[src/core/qec_pkg.sv]
package qec_pkg;
    // byte addresses inside the module (low byte status/select, high byte data)
    localparam logic ADDR_STATUS = 1'b0;
    localparam logic ADDR_DATA = 1'b1;
    // status/select field positions
    localparam int SEL_LSB = 0;
    localparam int CLR_EN_BIT = 2;
    localparam int OVF_LSB = 4;
    // reset values
    localparam logic [1:0] SEL_RESET = 2'h0;
    localparam logic CLR_EN_RESET = 1'b0;
    localparam logic [7:0] COUNT_RESET = 8'h00;
    // per-counter switch settings
    typedef struct packed {
        logic [7:0] level;
        logic irq_enable;
        logic reset_on_overflow;
    } switch_type;
    // module bus request
    typedef struct packed {
        logic rd;
        logic wr;
        logic addr;
        logic [7:0] wdata;
    } bus_req_type;
endpackage : qec_pkg

[src/core/input_sync.sv]
`timescale 1ns/10ps
// three-stage synchroniser; a change counts once stages two and three agree
module input_sync (
    // clock and reset
    input wire logic i_ref_clk,
    input wire logic i_rst_b,
    // async level in, clean level out
    input wire logic i_async,
    output logic o_level
);
    logic s1; // first stage, read only by s2
    logic s2;
    logic s3;
    // shift chain
    always_ff @(posedge i_ref_clk or negedge i_rst_b) begin
        if (!i_rst_b) begin
            s1 <= 1'b0;
            s2 <= 1'b0;
            s3 <= 1'b0;
        end else begin
            s1 <= i_async;
            s2 <= s1;
            s3 <= s2;
        end
    end
    // output moves only when the two later stages agree, filtering a one-cycle glitch
    always_ff @(posedge i_ref_clk or negedge i_rst_b) begin
        if (!i_rst_b) begin
            o_level <= 1'b0;
        end else if (s2 == s3) begin
            o_level <= s3;
        end
    end
endmodule : input_sync

[src/core/event_counter.sv]
`timescale 1ns/10ps
// one 8-bit up counter with overflow detection
module event_counter (
    // clock and reset
    input wire logic i_ref_clk,
    input wire logic i_rst_b,
    // control
    input wire logic i_inc,
    input wire logic i_clear,
    input wire qec_pkg::switch_type i_sw,
    // results
    output logic [7:0] o_count,
    output logic o_det
);
    logic [7:0] next_count; // incremented value
    logic watched_old; // watched bit before increment
    logic watched_new; // watched bit after increment
    always_comb begin
        next_count = o_count + 8'h01;
        watched_old = |(o_count & i_sw.level);
        watched_new = |(next_count & i_sw.level);
    end
    // count register; a clear wins over an increment and never flags overflow
    always_ff @(posedge i_ref_clk or negedge i_rst_b) begin
        if (!i_rst_b) begin
            o_count <= qec_pkg::COUNT_RESET;
        end else if (i_clear) begin
            o_count <= qec_pkg::COUNT_RESET;
        end else if (i_inc) begin
            if (watched_old && !watched_new && i_sw.reset_on_overflow) begin
                o_count <= qec_pkg::COUNT_RESET;
            end else begin
                o_count <= next_count;
            end
        end
    end
    // detect pulse on the watched bit falling through an increment
    always_ff @(posedge i_ref_clk or negedge i_rst_b) begin
        if (!i_rst_b) begin
            o_det <= 1'b0;
        end else begin
            o_det <= i_inc && !i_clear && watched_old && !watched_new;
        end
    end
    det_one_cycle_a: assert property (@(posedge i_ref_clk) disable iff (!i_rst_b)
        o_det |=> !o_det)
        else $error("detect pulse longer than one cycle");
    clear_no_det_a: assert property (@(posedge i_ref_clk) disable iff (!i_rst_b)
        i_clear |=> !o_det && o_count == 8'h00)
        else $error("software clear flagged overflow");
endmodule : event_counter

[src/core/quad_event_counter_prescaler.sv]
`timescale 1ns/10ps
module quad_event_counter_prescaler #(
    parameter int NUM_COUNTERS = 4,
    parameter logic [7:0] IDENTITY_CODE = 8'h5A // arbitrary value
) (
    // clock and reset
    input wire logic i_ref_clk,
    input wire logic i_rst_b,
    // field inputs, asynchronous
    input wire logic [NUM_COUNTERS-1:0] i_field,
    // option switches per counter
    input wire qec_pkg::switch_type [NUM_COUNTERS-1:0] i_switch,
    // module bus
    input wire qec_pkg::bus_req_type i_bus,
    input wire logic i_read_clears_interrupt_flag,
    input wire logic i_input_disable_control,
    input wire logic i_input_force_test_control,
    input wire logic i_identity_read_select,
    input wire logic i_counter_reset,
    output logic [7:0] o_rdata,
    output logic o_rvalid,
    // interrupt request
    output logic o_irq
);
    // the status byte has room for exactly four overflow bits
    if (NUM_COUNTERS != 4) begin : g_bad_count
        $error("status layout serves exactly four counters");
    end

    logic [NUM_COUNTERS-1:0] field_level; // synchronised field levels
    logic [NUM_COUNTERS-1:0] gated_level; // after disable/test gating
    logic [NUM_COUNTERS-1:0] gated_prev; // previous gated level
    logic [NUM_COUNTERS-1:0] edge_seen; // rising edge this cycle
    logic [NUM_COUNTERS-1:0] pending; // increments held during a data read
    logic [NUM_COUNTERS-1:0] inc; // increment issued to counters
    logic [NUM_COUNTERS-1:0] clear; // counter clears
    logic [NUM_COUNTERS-1:0] overflow_detect_pulse; // detect pulses
    logic [NUM_COUNTERS-1:0] overflow_flag; // sticky flags
    logic [7:0] count [NUM_COUNTERS]; // live counts
    logic [1:0] select; // counter select field
    logic clear_enable; // clear-on-read enable
    logic data_read; // read of the data byte
    logic status_read; // read of the status byte
    logic data_hold; // data read in progress
    logic flag_clear; // clearing status read

    always_comb begin
        data_read = i_bus.rd && i_bus.addr == qec_pkg::ADDR_DATA && !i_identity_read_select;
        status_read = i_bus.rd && i_bus.addr == qec_pkg::ADDR_STATUS && !i_identity_read_select;
        data_hold = data_read;
        flag_clear = status_read && i_read_clears_interrupt_flag;
    end

    // per counter input path; each is an independent channel
    genvar g;
    generate
        for (g = 0; g < NUM_COUNTERS; g++) begin : chan
            input_sync u_sync (
                .i_ref_clk(i_ref_clk),
                .i_rst_b(i_rst_b),
                .i_async(i_field[g]),
                .o_level(field_level[g])
            );
            // disable blocks the field, test forces true
            always_comb begin
                gated_level[g] = i_input_force_test_control
                    || (field_level[g] && !i_input_disable_control);
                edge_seen[g] = gated_level[g] && !gated_prev[g];
                inc[g] = !data_hold && (edge_seen[g] || pending[g]);
                clear[g] = i_counter_reset
                    || (data_read && clear_enable && select == 2'(g));
            end
            event_counter u_counter (
                .i_ref_clk(i_ref_clk),
                .i_rst_b(i_rst_b),
                .i_inc(inc[g]),
                .i_clear(clear[g]),
                .i_sw(i_switch[g]),
                .o_count(count[g]),
                .o_det(overflow_detect_pulse[g])
            );
            // remember the edge while a data read holds the counter off
            always_ff @(posedge i_ref_clk or negedge i_rst_b) begin
                if (!i_rst_b) begin
                    pending[g] <= 1'b0;
                end else if (data_hold) begin
                    pending[g] <= pending[g] | edge_seen[g];
                end else begin
                    pending[g] <= 1'b0;
                end
            end
            // sticky flag; a new detect wins over the clearing read
            always_ff @(posedge i_ref_clk or negedge i_rst_b) begin
                if (!i_rst_b) begin
                    overflow_flag[g] <= 1'b0;
                end else if (overflow_detect_pulse[g]) begin
                    overflow_flag[g] <= 1'b1;
                end else if (flag_clear) begin
                    overflow_flag[g] <= 1'b0;
                end
            end
            flag_sticky_a: assert property (@(posedge i_ref_clk) disable iff (!i_rst_b)
                overflow_flag[g] && !flag_clear |=> overflow_flag[g])
                else $error("overflow flag dropped without clearing read");
            det_sets_flag_a: assert property (@(posedge i_ref_clk) disable iff (!i_rst_b)
                overflow_detect_pulse[g] |=> overflow_flag[g])
                else $error("detect did not set overflow flag");
            hold_off_a: assert property (@(posedge i_ref_clk) disable iff (!i_rst_b)
                data_read && !clear[g] |=> count[g] == $past(count[g]))
                else $error("counter moved during data read");

            // software reset empties every counter on the next edge
            sw_reset_zero_a: assert property (@(posedge i_ref_clk)
                disable iff (!i_rst_b)
                i_counter_reset |=> count[g] == 8'h00)
                else $error("software reset left a count");

            // disable alone must hold the gated level low
            disable_blocks_a: assert property (@(posedge i_ref_clk)
                disable iff (!i_rst_b)
                i_input_disable_control && !i_input_force_test_control |-> !gated_level[g])
                else $error("disabled field input reached counter");

            // test control forces the gated level true
            test_forces_a: assert property (@(posedge i_ref_clk)
                disable iff (!i_rst_b)
                i_input_force_test_control |-> gated_level[g])
                else $error("test control did not force input");

            // an edge held off by a read is applied once the read ends
            pending_apply_a: assert property (@(posedge i_ref_clk)
                disable iff (!i_rst_b)
                pending[g] && !data_hold |-> inc[g])
                else $error("held edge was lost");

            // no increment reaches the counter while the data byte is read
            read_blocks_inc_a: assert property (@(posedge i_ref_clk)
                disable iff (!i_rst_b)
                data_hold |-> !inc[g])
                else $error("increment issued during data read");

            // a clear flag stays clear without a detect pulse
            flag_needs_det_a: assert property (@(posedge i_ref_clk)
                disable iff (!i_rst_b)
                !overflow_flag[g] && !overflow_detect_pulse[g] |=> !overflow_flag[g])
                else $error("overflow flag set without detect");

            // reading the selected count with clear enabled empties it
            clear_on_read_a: assert property (@(posedge i_ref_clk)
                disable iff (!i_rst_b)
                data_read && clear_enable && select == 2'(g) |=> count[g] == 8'h00)
                else $error("count not cleared after read");

            // every increment moves the count, either up or back to zero
            count_moves_a: assert property (@(posedge i_ref_clk)
                disable iff (!i_rst_b)
                inc[g] && !clear[g] |=> count[g] != $past(count[g]))
                else $error("increment did not move the count");

            // without increment or clear the count holds
            count_holds_a: assert property (@(posedge i_ref_clk)
                disable iff (!i_rst_b)
                !inc[g] && !clear[g] |=> $stable(count[g]))
                else $error("count moved without an event");

            // a detect pulse follows only from an increment
            det_from_inc_a: assert property (@(posedge i_ref_clk)
                disable iff (!i_rst_b)
                overflow_detect_pulse[g] |-> $past(inc[g]))
                else $error("detect pulse without increment");
        end
    endgenerate

    // edge history of the gated inputs
    always_ff @(posedge i_ref_clk or negedge i_rst_b) begin
        if (!i_rst_b) begin
            gated_prev <= '0;
        end else begin
            gated_prev <= gated_level;
        end
    end

    // select and clear-enable register; writes go only to the status byte
    always_ff @(posedge i_ref_clk or negedge i_rst_b) begin
        if (!i_rst_b) begin
            select <= qec_pkg::SEL_RESET;
            clear_enable <= qec_pkg::CLR_EN_RESET;
        end else if (i_bus.wr && i_bus.addr == qec_pkg::ADDR_STATUS) begin
            select <= i_bus.wdata[qec_pkg::SEL_LSB +: 2];
            clear_enable <= i_bus.wdata[qec_pkg::CLR_EN_BIT];
        end else if (data_read && clear_enable) begin
            clear_enable <= 1'b0;
        end
    end

    // read data path, registered; count captured before any clear lands
    always_ff @(posedge i_ref_clk or negedge i_rst_b) begin
        if (!i_rst_b) begin
            o_rdata <= 8'h00;
            o_rvalid <= 1'b0;
        end else begin
            o_rvalid <= i_bus.rd;
            if (i_bus.rd && i_identity_read_select) begin
                o_rdata <= IDENTITY_CODE;
            end else if (data_read) begin
                o_rdata <= count[select];
            end else if (status_read) begin
                o_rdata <= {overflow_flag, 1'b0, clear_enable, select};
            end
        end
    end

    // interrupt request from enabled flags
    always_ff @(posedge i_ref_clk or negedge i_rst_b) begin
        if (!i_rst_b) begin
            o_irq <= 1'b0;
        end else begin
            o_irq <= |(overflow_flag & {i_switch[3].irq_enable, i_switch[2].irq_enable,
                i_switch[1].irq_enable, i_switch[0].irq_enable});
        end
    end

    irq_follows_a: assert property (@(posedge i_ref_clk) disable iff (!i_rst_b)
        overflow_flag[0] && i_switch[0].irq_enable && $stable(overflow_flag) |=> o_irq)
        else $error("enabled overflow did not raise interrupt");
    clr_en_drop_a: assert property (@(posedge i_ref_clk) disable iff (!i_rst_b)
        data_read && clear_enable && !i_bus.wr |=> !clear_enable)
        else $error("clear enable not dropped after data read");
    rclear_a: assert property (@(posedge i_ref_clk) disable iff (!i_rst_b)
        flag_clear && overflow_detect_pulse == '0 |=> overflow_flag == '0)
        else $error("clearing status read left flags set");
    id_read_a: assert property (@(posedge i_ref_clk) disable iff (!i_rst_b)
        i_bus.rd && i_identity_read_select |=> o_rdata == IDENTITY_CODE)
        else $error("identity byte wrong");

    // every read is answered one cycle later
    rvalid_answer_a: assert property (@(posedge i_ref_clk)
        disable iff (!i_rst_b)
        i_bus.rd |=> o_rvalid)
        else $error("read not answered");

    // no answer appears without a read
    rvalid_quiet_a: assert property (@(posedge i_ref_clk)
        disable iff (!i_rst_b)
        !i_bus.rd |=> !o_rvalid)
        else $error("answer without read");

    // a status write loads the select field
    select_load_a: assert property (@(posedge i_ref_clk)
        disable iff (!i_rst_b)
        i_bus.wr && i_bus.addr == qec_pkg::ADDR_STATUS
        |=> select == $past(i_bus.wdata[1:0]))
        else $error("select not loaded");

    // a status write loads the clear-enable bit
    clr_en_load_a: assert property (@(posedge i_ref_clk)
        disable iff (!i_rst_b)
        i_bus.wr && i_bus.addr == qec_pkg::ADDR_STATUS
        |=> clear_enable == $past(i_bus.wdata[2]))
        else $error("clear enable not loaded");

    // writes to the read-only data byte change nothing
    data_wr_ignored_a: assert property (@(posedge i_ref_clk)
        disable iff (!i_rst_b)
        i_bus.wr && i_bus.addr == qec_pkg::ADDR_DATA && !data_read
        |=> $stable(select) && $stable(clear_enable))
        else $error("data byte write took effect");

    // select holds between status writes
    select_hold_a: assert property (@(posedge i_ref_clk)
        disable iff (!i_rst_b)
        !(i_bus.wr && i_bus.addr == qec_pkg::ADDR_STATUS) |=> $stable(select))
        else $error("select moved without write");

    // clear enable stays until a data read or a new write
    clr_en_hold_a: assert property (@(posedge i_ref_clk)
        disable iff (!i_rst_b)
        clear_enable && !data_read && !i_bus.wr |=> clear_enable)
        else $error("clear enable lost early");

    // the status byte mirrors flags, enable and select
    status_byte_a: assert property (@(posedge i_ref_clk)
        disable iff (!i_rst_b)
        status_read |=> o_rdata == {$past(overflow_flag), 1'b0, $past(clear_enable),
            $past(select)})
        else $error("status byte wrong");

    // the data byte carries the selected count taken before any clear
    data_byte_a: assert property (@(posedge i_ref_clk)
        disable iff (!i_rst_b)
        data_read |=> o_rdata == $past(count[select]))
        else $error("data byte wrong");

    // read data holds between reads
    rdata_hold_a: assert property (@(posedge i_ref_clk)
        disable iff (!i_rst_b)
        !i_bus.rd |=> $stable(o_rdata))
        else $error("read data moved without read");

    // no flag, no interrupt
    irq_needs_flag_a: assert property (@(posedge i_ref_clk)
        disable iff (!i_rst_b)
        overflow_flag == '0 |=> !o_irq)
        else $error("interrupt without overflow flag");
endmodule : quad_event_counter_prescaler

[config.mk]
export PLATFORM = sky130hd
export DESIGN_NAME = quad_event_counter_prescaler
export DESIGN_NICKNAME = d
export VERILOG_FILES = /design/src/core/qec_pkg.sv /design/src/core/input_sync.sv /design/src/core/event_counter.sv /design/src/core/quad_event_counter_prescaler.sv
export SDC_FILE = /design/constraint.sdc
export NUM_CORES = 1
export LEC_CHECK = 0
export ABC_AREA = 1
export BUFFER_PORTS_ARGS = -buffer_cell sky130_fd_sc_hd__buf_2
export CORE_MARGIN = 2
export CORE_UTILIZATION = 24
export DETAILED_ROUTE_END_ITERATION = 7
export PLACE_DENSITY = 0.44
export SYNTH_ARGS = -nofsm -noshare
export SYNTH_HDL_FRONTEND = slang
export SYNTH_SLANG_ARGS = --single-unit
[constraint.sdc]
create_clock -name i_ref_clk -period 2.23 [get_ports i_ref_clk]
set_clock_uncertainty 0.2 [all_clocks]
set_input_delay 0.446 -clock i_ref_clk [delete_from_list [all_inputs] [get_ports i_ref_clk]]
set_output_delay 0.446 -clock i_ref_clk [all_outputs]
set_load 0.05 [all_outputs]
Word-level counts from Yosys, hierarchy flattened
Cells that the tools add are included.
{ "word_totals": {"ff_bits": 77, "wordCells": 185, "input_bits": 62, "out_inout_bits": 10} }
{ "op_classes": {"n_eq_ne": 7, "muxes": 29, "addsub": 4, "reduce_logical": 91, "n_lt_le_gt_ge": 1, "bitwise": 15} }
{ "ops": {"columns": ["cell", "n"], "rows": [
  ["$mux 8", 17],
  ["$and 8x8->8", 8],
  ["$reduce_or 8->1", 8],
  ["$logic_and 1x1->1", 44],
  ["$add 8x1->8 const B", 4],
  ["$reduce_bool 2->1", 9],
  ["$bmux 8 s2", 1],
  ["$logic_not 1->1", 15],
  ["$logic_or 1x1->1", 12],
  ["$mux 1", 11],
  ["$and 4x4->4", 1],
  ["$eq 1x1->1", 4],
  ["$eq 2x2->1 const B", 2],
  ["$or 1x1->1", 4],
  ["$reduce_or 4->1", 1],
  ["$ge 3x3->1 const B", 1],
  ["$not 2->3", 1],
  ["$reduce_bool 3->1", 1],
  ["$eq 2x1->1 const B", 1],
  ["$logic_not 2->1", 1],
  ["$not 1->1", 1]
]} }

Longest topological paths before layout
Gate-level depths: netlist of the first run.
{ "logic_depth": {"depth_word": 9, "depth_mapped": 11, "mapped_depth_nobuf": 11} }

Hierarchy
From an unflattened synthesis of the first run, not the netlist that was laid out.
{ "unflattened": {"hier_cells": 694, "area_unflattened_um2": 4678.2} }
{ "modules_own_cells": {"columns": ["module", "seq_area_each_um2", "instances", "cells_each", "area_each_um2"], "rows": [
  ["event_counter", 225.2, 4, 119, 714.4],
  ["quad_event_counter_prescaler", 625.6, 1, 186, 1355.0],
  ["input_sync", 100.1, 4, 8, 116.4]
]} }

Worst setup path after synthesis of the first run
OpenSTA, ideal clock, no wires.
{ "synth_timing": {"kind": "register -> register", "startpoint": "register chan[2].u_counter.o_count[0]", "endpoint": "register chan[2].u_counter.o_count[0]", "stages_incl_launch_ff": 12, "setup_time_ps": 117, "period_less_slack_ps": 1785, "required_ps": 1913, "setup_slack_ps": 445, "arrival_ps": 1468, "path_buffers": 0, "path_cell_list": "dfrtp_1 > ha_1 > nand2_1 > inv_1 > nor2_1 > nand2_1 > inv_1 > nand2_1 > nor2_2 > nand4_4 > nand2_1 > nand2_1"} }
{ "synth_between": {"elab_chain_cells": 9, "elab_cells_between_ends": 11, "cone_classes": "add/sub (1); mux (3); bitwise (2); reduce/logical (5)"} }
{ "synth_rtl": {"columns": ["element", "line", "source"], "rows": [
  ["start: declaration", "event_counter.sv:12", "output logic [7:0] o_count,"],
  ["start signal: assignment", "event_counter.sv:26", "o_count <= qec_pkg::COUNT_RESET;"],
  ["start signal: assignment", "event_counter.sv:28", "o_count <= qec_pkg::COUNT_RESET;"],
  ["start signal: assignment", "event_counter.sv:31", "o_count <= qec_pkg::COUNT_RESET;"],
  ["$add 8x1->8", "event_counter.sv:19", "next_count = o_count + 8'h01;"],
  ["$and 8x8->8", "event_counter.sv:21", "watched_new = |(next_count & i_sw.level);"],
  ["$reduce_or 8->1", "event_counter.sv:21", null],
  ["$logic_not 1->1", "event_counter.sv:30", "if (watched_old && !watched_new && i_sw.reset_on_overflow) begin"],
  ["$logic_and 1x1->1 (2 in series)", "event_counter.sv:30", null],
  ["$mux 8 (*)", "event_counter.sv:30", null],
  ["$mux 8 (*)", "event_counter.sv:29", "end else if (i_inc) begin"],
  ["$mux 8 (*)", "event_counter.sv:27", "end else if (i_clear) begin"]
]} }
Mark *: on every way between the ends. The rest lies on a longest branch, timed or not. The select of a mux whose other input is x is not followed.
A chain may end at the register's enable or synchronous reset.

Worst setup path after layout of the first run
{ "layout_timing": {"startpoint": "register chan[1].u_counter.o_count[0]", "endpoint": "register chan[1].u_counter.o_count[0]"} }
{ "layout_between": {"elab_chain_cells": 9, "elab_cells_between_ends": 11, "cone_classes": "add/sub (1); mux (3); bitwise (2); reduce/logical (5)"} }
{ "layout_rtl": {"columns": ["element", "line"], "rows": [
  ["start: declaration", "event_counter.sv:12"],
  ["start signal: assignment", "event_counter.sv:26"],
  ["start signal: assignment", "event_counter.sv:28"],
  ["start signal: assignment", "event_counter.sv:31"],
  ["$add 8x1->8", "event_counter.sv:19"],
  ["$and 8x8->8", "event_counter.sv:21"],
  ["$reduce_or 8->1", "event_counter.sv:21"],
  ["$logic_not 1->1", "event_counter.sv:30"],
  ["$logic_and 1x1->1 (2 in series)", "event_counter.sv:30"],
  ["$mux 8 (*)", "event_counter.sv:30"],
  ["$mux 8 (*)", "event_counter.sv:29"],
  ["$mux 8 (*)", "event_counter.sv:27"]
]} }
Marked as above.

==> results.md, run 1 <==
- The largest total area in the synthesized netlist belongs to sky130_fd_sc_hd__dfrtp_1.
- The power density relative to cell area is between 600 and 700 nW/µm².
- The ratio of final minimum period to clock period is between 80% and 90%.
- Compared with the post-synthesis result, the final layout area differs by 21.9%.
- During placement, the flow inserted port buffers numbering between 60 and 70.
- The tool flagged a number of max-cap violations equal to 0.
- The critical path endpoint category is a flip-flop.
- The number of DRC markers in iteration 0 is 133.
- After global routing the overflow that remains totals 0.
- A synthesized cell averages about 7.3 µm².
- The area of the mapped netlist is 4550 µm².
- The core utilization of the finished layout is 29.8%.
- The number of antenna violations at the first check in global routing is 0.
- The effective utilization at floorplan is between 20% and 30%.
- Of all flip-flops after synthesis, the portion carrying an async set or reset was between 90% and 100%.
- The largest net degree at the start of global routing is 31.
- The top-level port count is 72.
- The number of hold violations in the final report is 0.
- The floorplan step defined a die boundary enclosing about 20000 µm².
- For this run, design rule violations remaining after detail routing come to 0.
- The region available for standard cell placement spans about 19000 µm².
- The post-detailed-routing wire length is 12600 µm.
- The type of the worst setup path is reg2reg.
- The via count of the routed design is between 4k and 5k.
- The worst endpoint required time is between 2 and 2.5 ns.
- Summing the sequential cell areas from Yosys gives between 40% and 50% of the chip area.
- Data arrives at the worst endpoint at slightly below 2 ns.
- The CTS tree is yes.
- The net switching share of the total power is between 20% and 30%.
- Setup repair after global routing left no endpoint under its margin.
- In this run the biggest area consumer among cell types represents between 40% and 50% of the synthesized area.
- Measured against its own limit, the worst slew margin works out to approximately 70%.
- The count of pins over their slew limit was 0.
- The number of nets in the synthesized netlist is around 700.
- After synthesis the netlist holds a flip-flop and latch count of 77.
- In the final routed layout, each cell accounts on average for around 13 µm.
- Hold is met by roughly 0.017 ns.
- The run finished with clean final reports.
- From left edge to right edge, the die measures around 140 µm.
- The total half-perimeter wirelength after legalization and detailed placement is ~10000 µm.
- The chip height is approximately 140 µm.
- Along the worst path, the maximum fanout reaches 8.
- After synthesis, the cell types taking the most area are sky130_fd_sc_hd__dfrtp_1 (42%), sky130_fd_sc_hd__nand2_1 (21%), sky130_fd_sc_hd__nor2_1 (5.9%).
- The sum of negative setup slack is 0 ns.
- Setup violations remaining at the end of the flow were counted as 0.
- The prevailing post-synth register cell is sky130_fd_sc_hd__dfrtp_1.
- The synthesized design contains 0 enable-type register cells.
- The total CTS buffers is 9.
- The floorplan has 50 rows.
- The stage delay of the slowest cell on the critical path is between 0.4 and 0.5 ns.
- The slew at the pin with the worst max-slew slack is ~0.44 ns.
- Counting stages on the worst path, the most repeated cell is sky130_fd_sc_hd__nand2_1.
- The share of total power dissipated in combinational logic is 14.4%.
- The part of the power in the clock network is ~43%.
- Among all stages on the critical path, the largest delay is contributed by sky130_fd_sc_hd__dfrtp_1.
- The clock-pin slew on the worst setup and hold paths is around 0.06 ns.
- The count of placed standard cells in the final layout, fillers left out is between 900 and 1k.
- The mean number of vias per cell is approximately 4.3.
- For this run, the total global-route usage over all layers was measured as 13.4%.
- The fraction of final layout cells sized beyond drive strength 1 is 20.8%.
- The first global-routing pass estimated roughly 21000 µm of wire.
- The number of library cell types mapped by synthesis is 36.
- The maximum clock frequency is around 520 MHz.
- Subtracting the final worst setup slack from the clock period gives a little under 2 ns.
- The pre-antenna-repair detailed-routing pass consisted of 4 iterations.
- At the end of the flow, the number of nets in the layout was between 700 and 800.
- During synthesis, Yosys emitted a total of 0 warnings.
- STA classifies the critical path startpoint as a flip-flop.
- Routability-driven placement finished with a final weighted congestion of ~0.8.
- The power share of the sequential group is between 40% and 50%.
- The path category of the worst min-delay check is in2reg.
- The highest ir drop seen on vdd is 0.288 mV.
- The cell count after synthesis is between 600 and 700.
- The count of buffers added by post-CTS timing repair for setup is 0.
- The via count of the first global-routing pass is 4052.
- Summed over all nets, the switching power comes to roughly 1100 µW.
- The static leakage power is ~0.0027 µW.
- The clock drives between 70 and 80 sinks.
- The clock tree synthesis step divided the H-tree into 3 levels.
- The repair_antennas step left the layout with diodes totalling 0.
- The worst-case clock buffer depth is 2.
- The count of placed standard cells including taps is 927.
- For the worst-skew pair, the clock arrives at the later sink with an insertion delay of ~0.34 ns.
- The clock tree root driver cell is sky130_fd_sc_hd__clkbuf_16.
- The detail route stage leaves a number of antenna-violating nets equal to 0.
- Walking the worst path, the cells encountered are ha_1 > nand3_1 > nor2_1 > nand2_1 > nand2_1 > nor2_1 > nor2_4 > nand3_4 > nand2_1 > nand2_1.
- The cell-internal power is roughly 2500 µW.
cells in the final DEF (no fill, tap or decap), types with 3 or more instances in the layout:
cell / Yosys / layout
sky130_fd_sc_hd__a21oi_1: 13 / 13
sky130_fd_sc_hd__nand3_1: 28 / 28
sky130_fd_sc_hd__clkbuf_16: 0 / 9
sky130_fd_sc_hd__clkinv_4: 0 / 3
sky130_fd_sc_hd__dfrtp_1: 77 / 77
sky130_fd_sc_hd__nand3_2: 9 / 9
sky130_fd_sc_hd__nand3_4: 3 / 3
sky130_fd_sc_hd__inv_1: 54 / 54
sky130_fd_sc_hd__o21bai_1: 9 / 9
sky130_fd_sc_hd__nand2_2: 10 / 10
sky130_fd_sc_hd__nor2_4: 6 / 6
sky130_fd_sc_hd__buf_2: 1 / 65
sky130_fd_sc_hd__buf_4: 7 / 8
sky130_fd_sc_hd__maj3_1: 4 / 4
sky130_fd_sc_hd__o21ai_0: 6 / 6
sky130_fd_sc_hd__inv_2: 10 / 10
sky130_fd_sc_hd__o22ai_1: 6 / 6
sky130_fd_sc_hd__dlygate4sd3_1: 0 / 3
sky130_fd_sc_hd__o21a_2: 4 / 4
sky130_fd_sc_hd__nor2_1: 71 / 71
sky130_fd_sc_hd__a22oi_1: 4 / 4
sky130_fd_sc_hd__ha_1: 4 / 4
sky130_fd_sc_hd__nand2_1: 255 / 255
sky130_fd_sc_hd__nor2_2: 9 / 9
sky130_fd_sc_hd__o21ai_1: 9 / 9
sky130_fd_sc_hd__nand4_1: 10 / 10
sequential cells by signal, indices dropped and copies added, names as in the netlist:
name                    count
o_rdata                     8
o_rvalid                    1
chan.u_sync.s1              4
chan.u_counter.o_count     32
gated_prev                  4
chan.u_sync.o_level         4
chan.u_counter.o_det        4
chan.u_sync.s2              4
o_irq                       1
chan.u_sync.s3              4
pending                     4
clear_enable                1
overflow_flag               4
select                      2
power groups by stage:
stage / combinational [µW] / sequential (µW) / clock, µW
final: 517 / 1530 / 1540
after global routing: 580 / 1540 / 1660
after CTS: 527 / 1530 / 1590
after detailed placement: 522 / 1550 / 0
after global placement: 524 / 1550 / 0
after floorplan: 226 / 1630 / 0
stage by stage:
step	cell area (µm²)	power (µW)	setup slack, ns
global placement	5210	2080	0.309
finish	5550	3580	0.309
CTS	5550	3640	0.302
floorplan	4550	1850	0.445
global route	5550	3780	0.126
detailed placement	5210	2080	0.303
per-layer routing:
| layer | vias to the layer above | track usage [%] | routed length [µm] |
|---|---|---|---|
| li1 | 2155 | - | - |
| met1 | 1848 | 18.8 | 6430 |
| met2 | 61 | 20.6 | 5500 |
| met3 | 15 | 2.94 | 418 |
| met4 | 0 | 4.11 | 204 |
| met5 | - | 0 | 0 |
synthesized netlist by cell type (6+ instances only):
cell	instances
sky130_fd_sc_hd__nand2_2	10
sky130_fd_sc_hd__nand3_1	28
sky130_fd_sc_hd__o21ai_0	6
sky130_fd_sc_hd__inv_2	10
sky130_fd_sc_hd__nand3_2	9
sky130_fd_sc_hd__buf_4	7
sky130_fd_sc_hd__o22ai_1	6
sky130_fd_sc_hd__inv_1	54
sky130_fd_sc_hd__dfrtp_1	77
sky130_fd_sc_hd__a21oi_1	13
sky130_fd_sc_hd__nand2_1	255
sky130_fd_sc_hd__nor2_4	6
sky130_fd_sc_hd__nor2_1	71
sky130_fd_sc_hd__o21bai_1	9
sky130_fd_sc_hd__nand4_1	10
sky130_fd_sc_hd__nor2_2	9
sky130_fd_sc_hd__o21ai_1	9
cells by family (layout without fill, tap and decap cells):
group	Yosys count	count (layout)	share of synthesized area [%]
DFF	77	77	42.3
adders and majority gates	8	8	1.98
xor gates and xnor gates	2	2	0.385
and+or+nand+nor	405	405	39.9
muxes	1	1	0.247
AOI/OAI and AO/OA	59	59	8.36
buffers and inverters	75	160	6.79
layout make-up:
class | count | area, µm²
fill | 2059 | 13100
multi-input combinational | 475 | 2310
sequential | 77 | 1930
timing repair buffer | 78 | 455
tap | 234 | 293
inverter | 66 | 248
clock buffer | 9 | 225
clock inverter | 7 | 83.8
timing repair:
action | in CTS | in global routing
hold endpoints to repair | 30 | 0
resized for setup | 0 | 0
hold buffers | 3 | 0
final timing paths:
kind / start / to / slack, ns / depth (start not counted)
hold reg to reg: chan[2].u_sync.s1$_DFF_PN0_ / chan[2].u_sync.s2$_DFF_PN0_ / 0.15 / 0
setup / recovery: chan[1].u_counter.o_count[0]$_DFFE_PN0P_ / chan[1].u_counter.o_count[0]$_DFFE_PN0P_ / 0.31 / 10
max in group asynchronous: i_rst_b / chan[0].u_counter.o_count[7]$_DFFE_PN0P_ / 0.96 / 3
min in group asynchronous: i_rst_b / chan[2].u_counter.o_count[0]$_DFFE_PN0P_ / 0.37 / 2
hold / removal: i_field[1] / chan[1].u_sync.s1$_DFF_PN0_ / 0.02 / 1
setup reg to reg: chan[1].u_counter.o_count[0]$_DFFE_PN0P_ / chan[1].u_counter.o_count[0]$_DFFE_PN0P_ / 0.31 / 10
worst max-delay path: cells and delay by family, from the launching register on:
family | cells | cell delay (ns)
adders and majority gates | 1 | 0.27
DFF | 1 | 0.46
and+or+nand+nor | 9 | 0.89
Note: power is estimated with default switching activity, not from simulation.
==> run 2: changes to the inputs <==
- MAX_ROUTING_LAYER: unset -> met4
==> run 2 against run 1 <==
Effect of this change:
- combinational power about the same
- core utilization unchanged
- register-to-register slack about the same
- worst setup slack about the same
- hold slack worse by 0.00083 ns
- sequential share of layout area unchanged
- global-route usage up 0.38 points
==> results.md, run 2 (synthesis gave the netlist of run 1 again) <==
- The flow ran to the end, and the final reports show no timing, DRC or antenna violations.
- The ratio of final minimum period to clock period came to 86.1% (about the same).
- The global-route wire length before repair is 20900 µm (about the same).
- The highest ir drop seen on vdd is 0.287 mV (-0.33%).
- The number of cells on the worst reg-to-reg path is 10 (unchanged).
- The clock-pin slew on the worst setup and hold paths came to 0.06 ns (about the same).
- The worst relative slew slack is 70.5% (-0.19 points).
- The residual antenna-violating net count after detailed routing is 0 (unchanged).
- Setup repair after global routing left no endpoint under its margin.
- The total half-perimeter wirelength after legalization and detailed placement was 9810 µm (unchanged).
- The final design instance area without fill is 5550 µm² (unchanged).
- The routability-driven placement congestion ratio is 0.794 (+1.4%).
- The hold buffer count at cts came to 3 (unchanged).
- The number of gates given a new drive strength after cts is 0 (unchanged).
- The minimum clock period is 1.92 ns (-0.000132 ns).
- The worst register-to-register path begins at chan[1].u_counter.o_count[0]$_DFFE_PN0P_.
- The number of hold violations in the final report is 0 (unchanged).
- The average routed wire per standard cell was 13.3 µm (about the same).
- The net switching power is 1060 µW (+0.25%).
- The number of DRC markers in iteration 0 is 142 (+6.8%).
- The flip-flop count of the largest register, all copies and words added came to 32 (unchanged).
- The part of the power in the clock network was 43.0% (about the same).
- The worst setup path is captured at a flip-flop.
- TritonCTS built the clock tree.
- The net count reported at finish is 773 (unchanged).
- The startpoint of the worst setup timing path is chan[1].u_counter.o_count[0]$_DFFE_PN0P_.
- In the layout the commonest cells are sky130_fd_sc_hd__nand2_1 (255), sky130_fd_sc_hd__dfrtp_1 (77), sky130_fd_sc_hd__nor2_1 (71), sky130_fd_sc_hd__buf_2 (65), sky130_fd_sc_hd__inv_1 (54).
- The power density relative to cell area is 647 nW/µm² (about the same).
- The worst endpoint required time came to 2.26 ns (about the same).
- The largest net degree at the start of global routing is 31 (unchanged).
- The type of the worst setup path is reg2reg.
- The residual overflow from global routing is 0 (unchanged).
- The net switching share of the total power is 29.5% (+0.052 points).
- The area growth from synthesis to layout came to 21.9% (unchanged).
- The count of buffers added by post-CTS timing repair for setup is 0 (unchanged).
- The fraction of final layout cells sized beyond drive strength 1 was 20.8% (unchanged).
- The slew at the pin with the worst max-slew slack was 0.440 ns (+0.00278 ns).
- The data arrival time at the worst-slack endpoint is 1.95 ns (about the same).
- The cell area after placement is 5210 µm² (unchanged).
- The register with the highest flop count is chan.u_counter.o_count.
- The largest fanout on the critical path is 8 (unchanged).
- The total CTS buffers came to 9 (unchanged).
- The global-route total usage across every layer was 13.8% (+0.38 points).
- The setup-violating endpoint count in the final report is 0 (unchanged).
- The slack of the worst reg-to-reg path is 0.31 ns (about the same).
- The maximum clock frequency is 521 MHz (about the same).
- The leading cell type in the layout, fill and taps excluded is sky130_fd_sc_hd__nand2_1.
- The chip height is 142 µm (unchanged).
- The standard-cell row count came to 50 (unchanged).
- The sum of negative setup slack is 0 ns (unchanged).
- The effective utilization at floorplan is 24.4% (unchanged).
- In the final layout, the registers with the most flip-flops are chan.u_counter.o_count x32, o_rdata x8.
- In this run the critical register-to-register path is captured at chan[1].u_counter.o_count[0]$_DFFE_PN0P_.
- The total of max-cap violations is 0 (unchanged).
- The nature of the critical path startpoint is a flip-flop.
- The count of unresolved DRC violations after routing came to 0 (unchanged).
- The via count of the first global-routing pass came to 4058 (+0.15%).
- The count of pins over their slew limit came to 0 (unchanged).
- The clock insertion delay at the later pin of the skew report is 0.34 ns (about the same).
- The post-detailed-routing wire length came to 12500 µm (about the same).
- The number of sinks on the clock net was 77 (unchanged).
- The via count of the routed design came to 4074 (-0.12%).
- The die outline area is 20100 µm² (unchanged).
- The worst-case clock buffer depth is 2 (unchanged).
- The mean number of vias per cell is 4.31 (-0.12%).
- The count of antenna diodes in the layout is 0 (unchanged).
- The termination of the worst setup path is chan[1].u_counter.o_count[0]$_DFFE_PN0P_.
- The relative contribution of combinational cells to total power is 14.4% (about the same).
- The number of antenna violations at the first check in global routing is 0 (unchanged).
- The floorplan die width is 142 µm (unchanged).
- The count of buffers from port buffering was 66 (unchanged).
- The top-level port count is 72 (unchanged).
- The clock tree root driver cell is sky130_fd_sc_hd__clkbuf_16.
- The area of the core region is 18600 µm² (unchanged).
- The static leakage power is 0.00266 µW (unchanged).
- The final-layout fill cell count is 2059 (unchanged).
- The cell-internal power is 2530 µW (about the same).
- The deepest level of the CTS H-tree is 3 (unchanged).
- The path category of the worst min-delay check is in2reg.
- The iteration count of the initial detailed-routing pass is 5 (+1).
- The power share of the sequential group is 42.6% (about the same).
-- run 2: cell counts in the layout (fill, tap and decap cells not counted) --
No cell type changed its count.
-- run 2: worst max-delay path: stages (launching register included) --
cell                      delay, ns
sky130_fd_sc_hd__dfrtp_1       0.46
sky130_fd_sc_hd__ha_1          0.27
sky130_fd_sc_hd__nand3_1       0.14
sky130_fd_sc_hd__nor2_1        0.12
sky130_fd_sc_hd__nand2_1       0.05
sky130_fd_sc_hd__nand2_1       0.08
sky130_fd_sc_hd__nor2_1        0.07
sky130_fd_sc_hd__nor2_4        0.14
sky130_fd_sc_hd__nand3_4       0.14
sky130_fd_sc_hd__nand2_1       0.10
sky130_fd_sc_hd__nand2_1       0.05
-- run 2: area by class of cell --
cell class | instances | area, µm² | share of cell area (%)
tap | 234 | 293 | 5.28
timing repair buffer | 78 | 455 | 8.21
clock buffer | 9 | 225 | 4.06
clock inverter | 7 | 83.8 | 1.51
sequential | 77 | 1930 | 34.7
inverter | 66 | 248 | 4.47
multi-input combinational | 475 | 2310 | 41.7
-- run 2: metrics by stage --
stage	hold WS, ns	total power [µW]	utilization, %	worst slack [ns]	instances
2_1_floorplan	-0.0496	1850	-	0.445	627
3_3_place_gp	0.134	2080	27.9	0.309	927
3_5_place_dp	0.135	2080	27.9	0.303	927
4_1_cts	0.00594	3640	29.8	0.302	946
5_1_grt	0.00177	3780	29.8	0.132	946
6_report	0.0157	3590	29.8	0.310	946
-- run 2: per-layer routing --
metal	track usage, %	share of wire [%]	vias up	routed length (µm)
met5	-	0	-	0
met4	4.11	1.7	0	207
met3	2.90	3.2	16	406
met2	20.6	44	64	5500
met1	18.8	51	1840	6420
li1	-	-	2154	-
-- run 2: worst min-delay path by stage --
stage / startpoint / to / cells after the start
after floorplan: i_rst_b / chan[0].u_counter.o_count[0]$_DFFE_PN0P_ / 0
after global placement: chan[2].u_sync.s1$_DFF_PN0_ / chan[2].u_sync.s2$_DFF_PN0_ / 0
after detailed placement: chan[1].u_sync.s1$_DFF_PN0_ / chan[1].u_sync.s2$_DFF_PN0_ / 0
after CTS: i_field[1] / chan[1].u_sync.s1$_DFF_PN0_ / 1
after global routing: i_field[1] / chan[1].u_sync.s1$_DFF_PN0_ / 1
final: i_field[1] / chan[1].u_sync.s1$_DFF_PN0_ / 1
-- run 2: power groups by stage --
| stage | clock network [µW] | registers (µW) | logic, µW |
|---|---|---|---|
| after CTS | 1590 | 1530 | 527 |
| after floorplan | 0 | 1630 | 226 |
| after global placement | 0 | 1550 | 524 |
| after detailed placement | 0 | 1550 | 522 |
| final | 1540 | 1530 | 517 |
| after global routing | 1660 | 1540 | 580 |
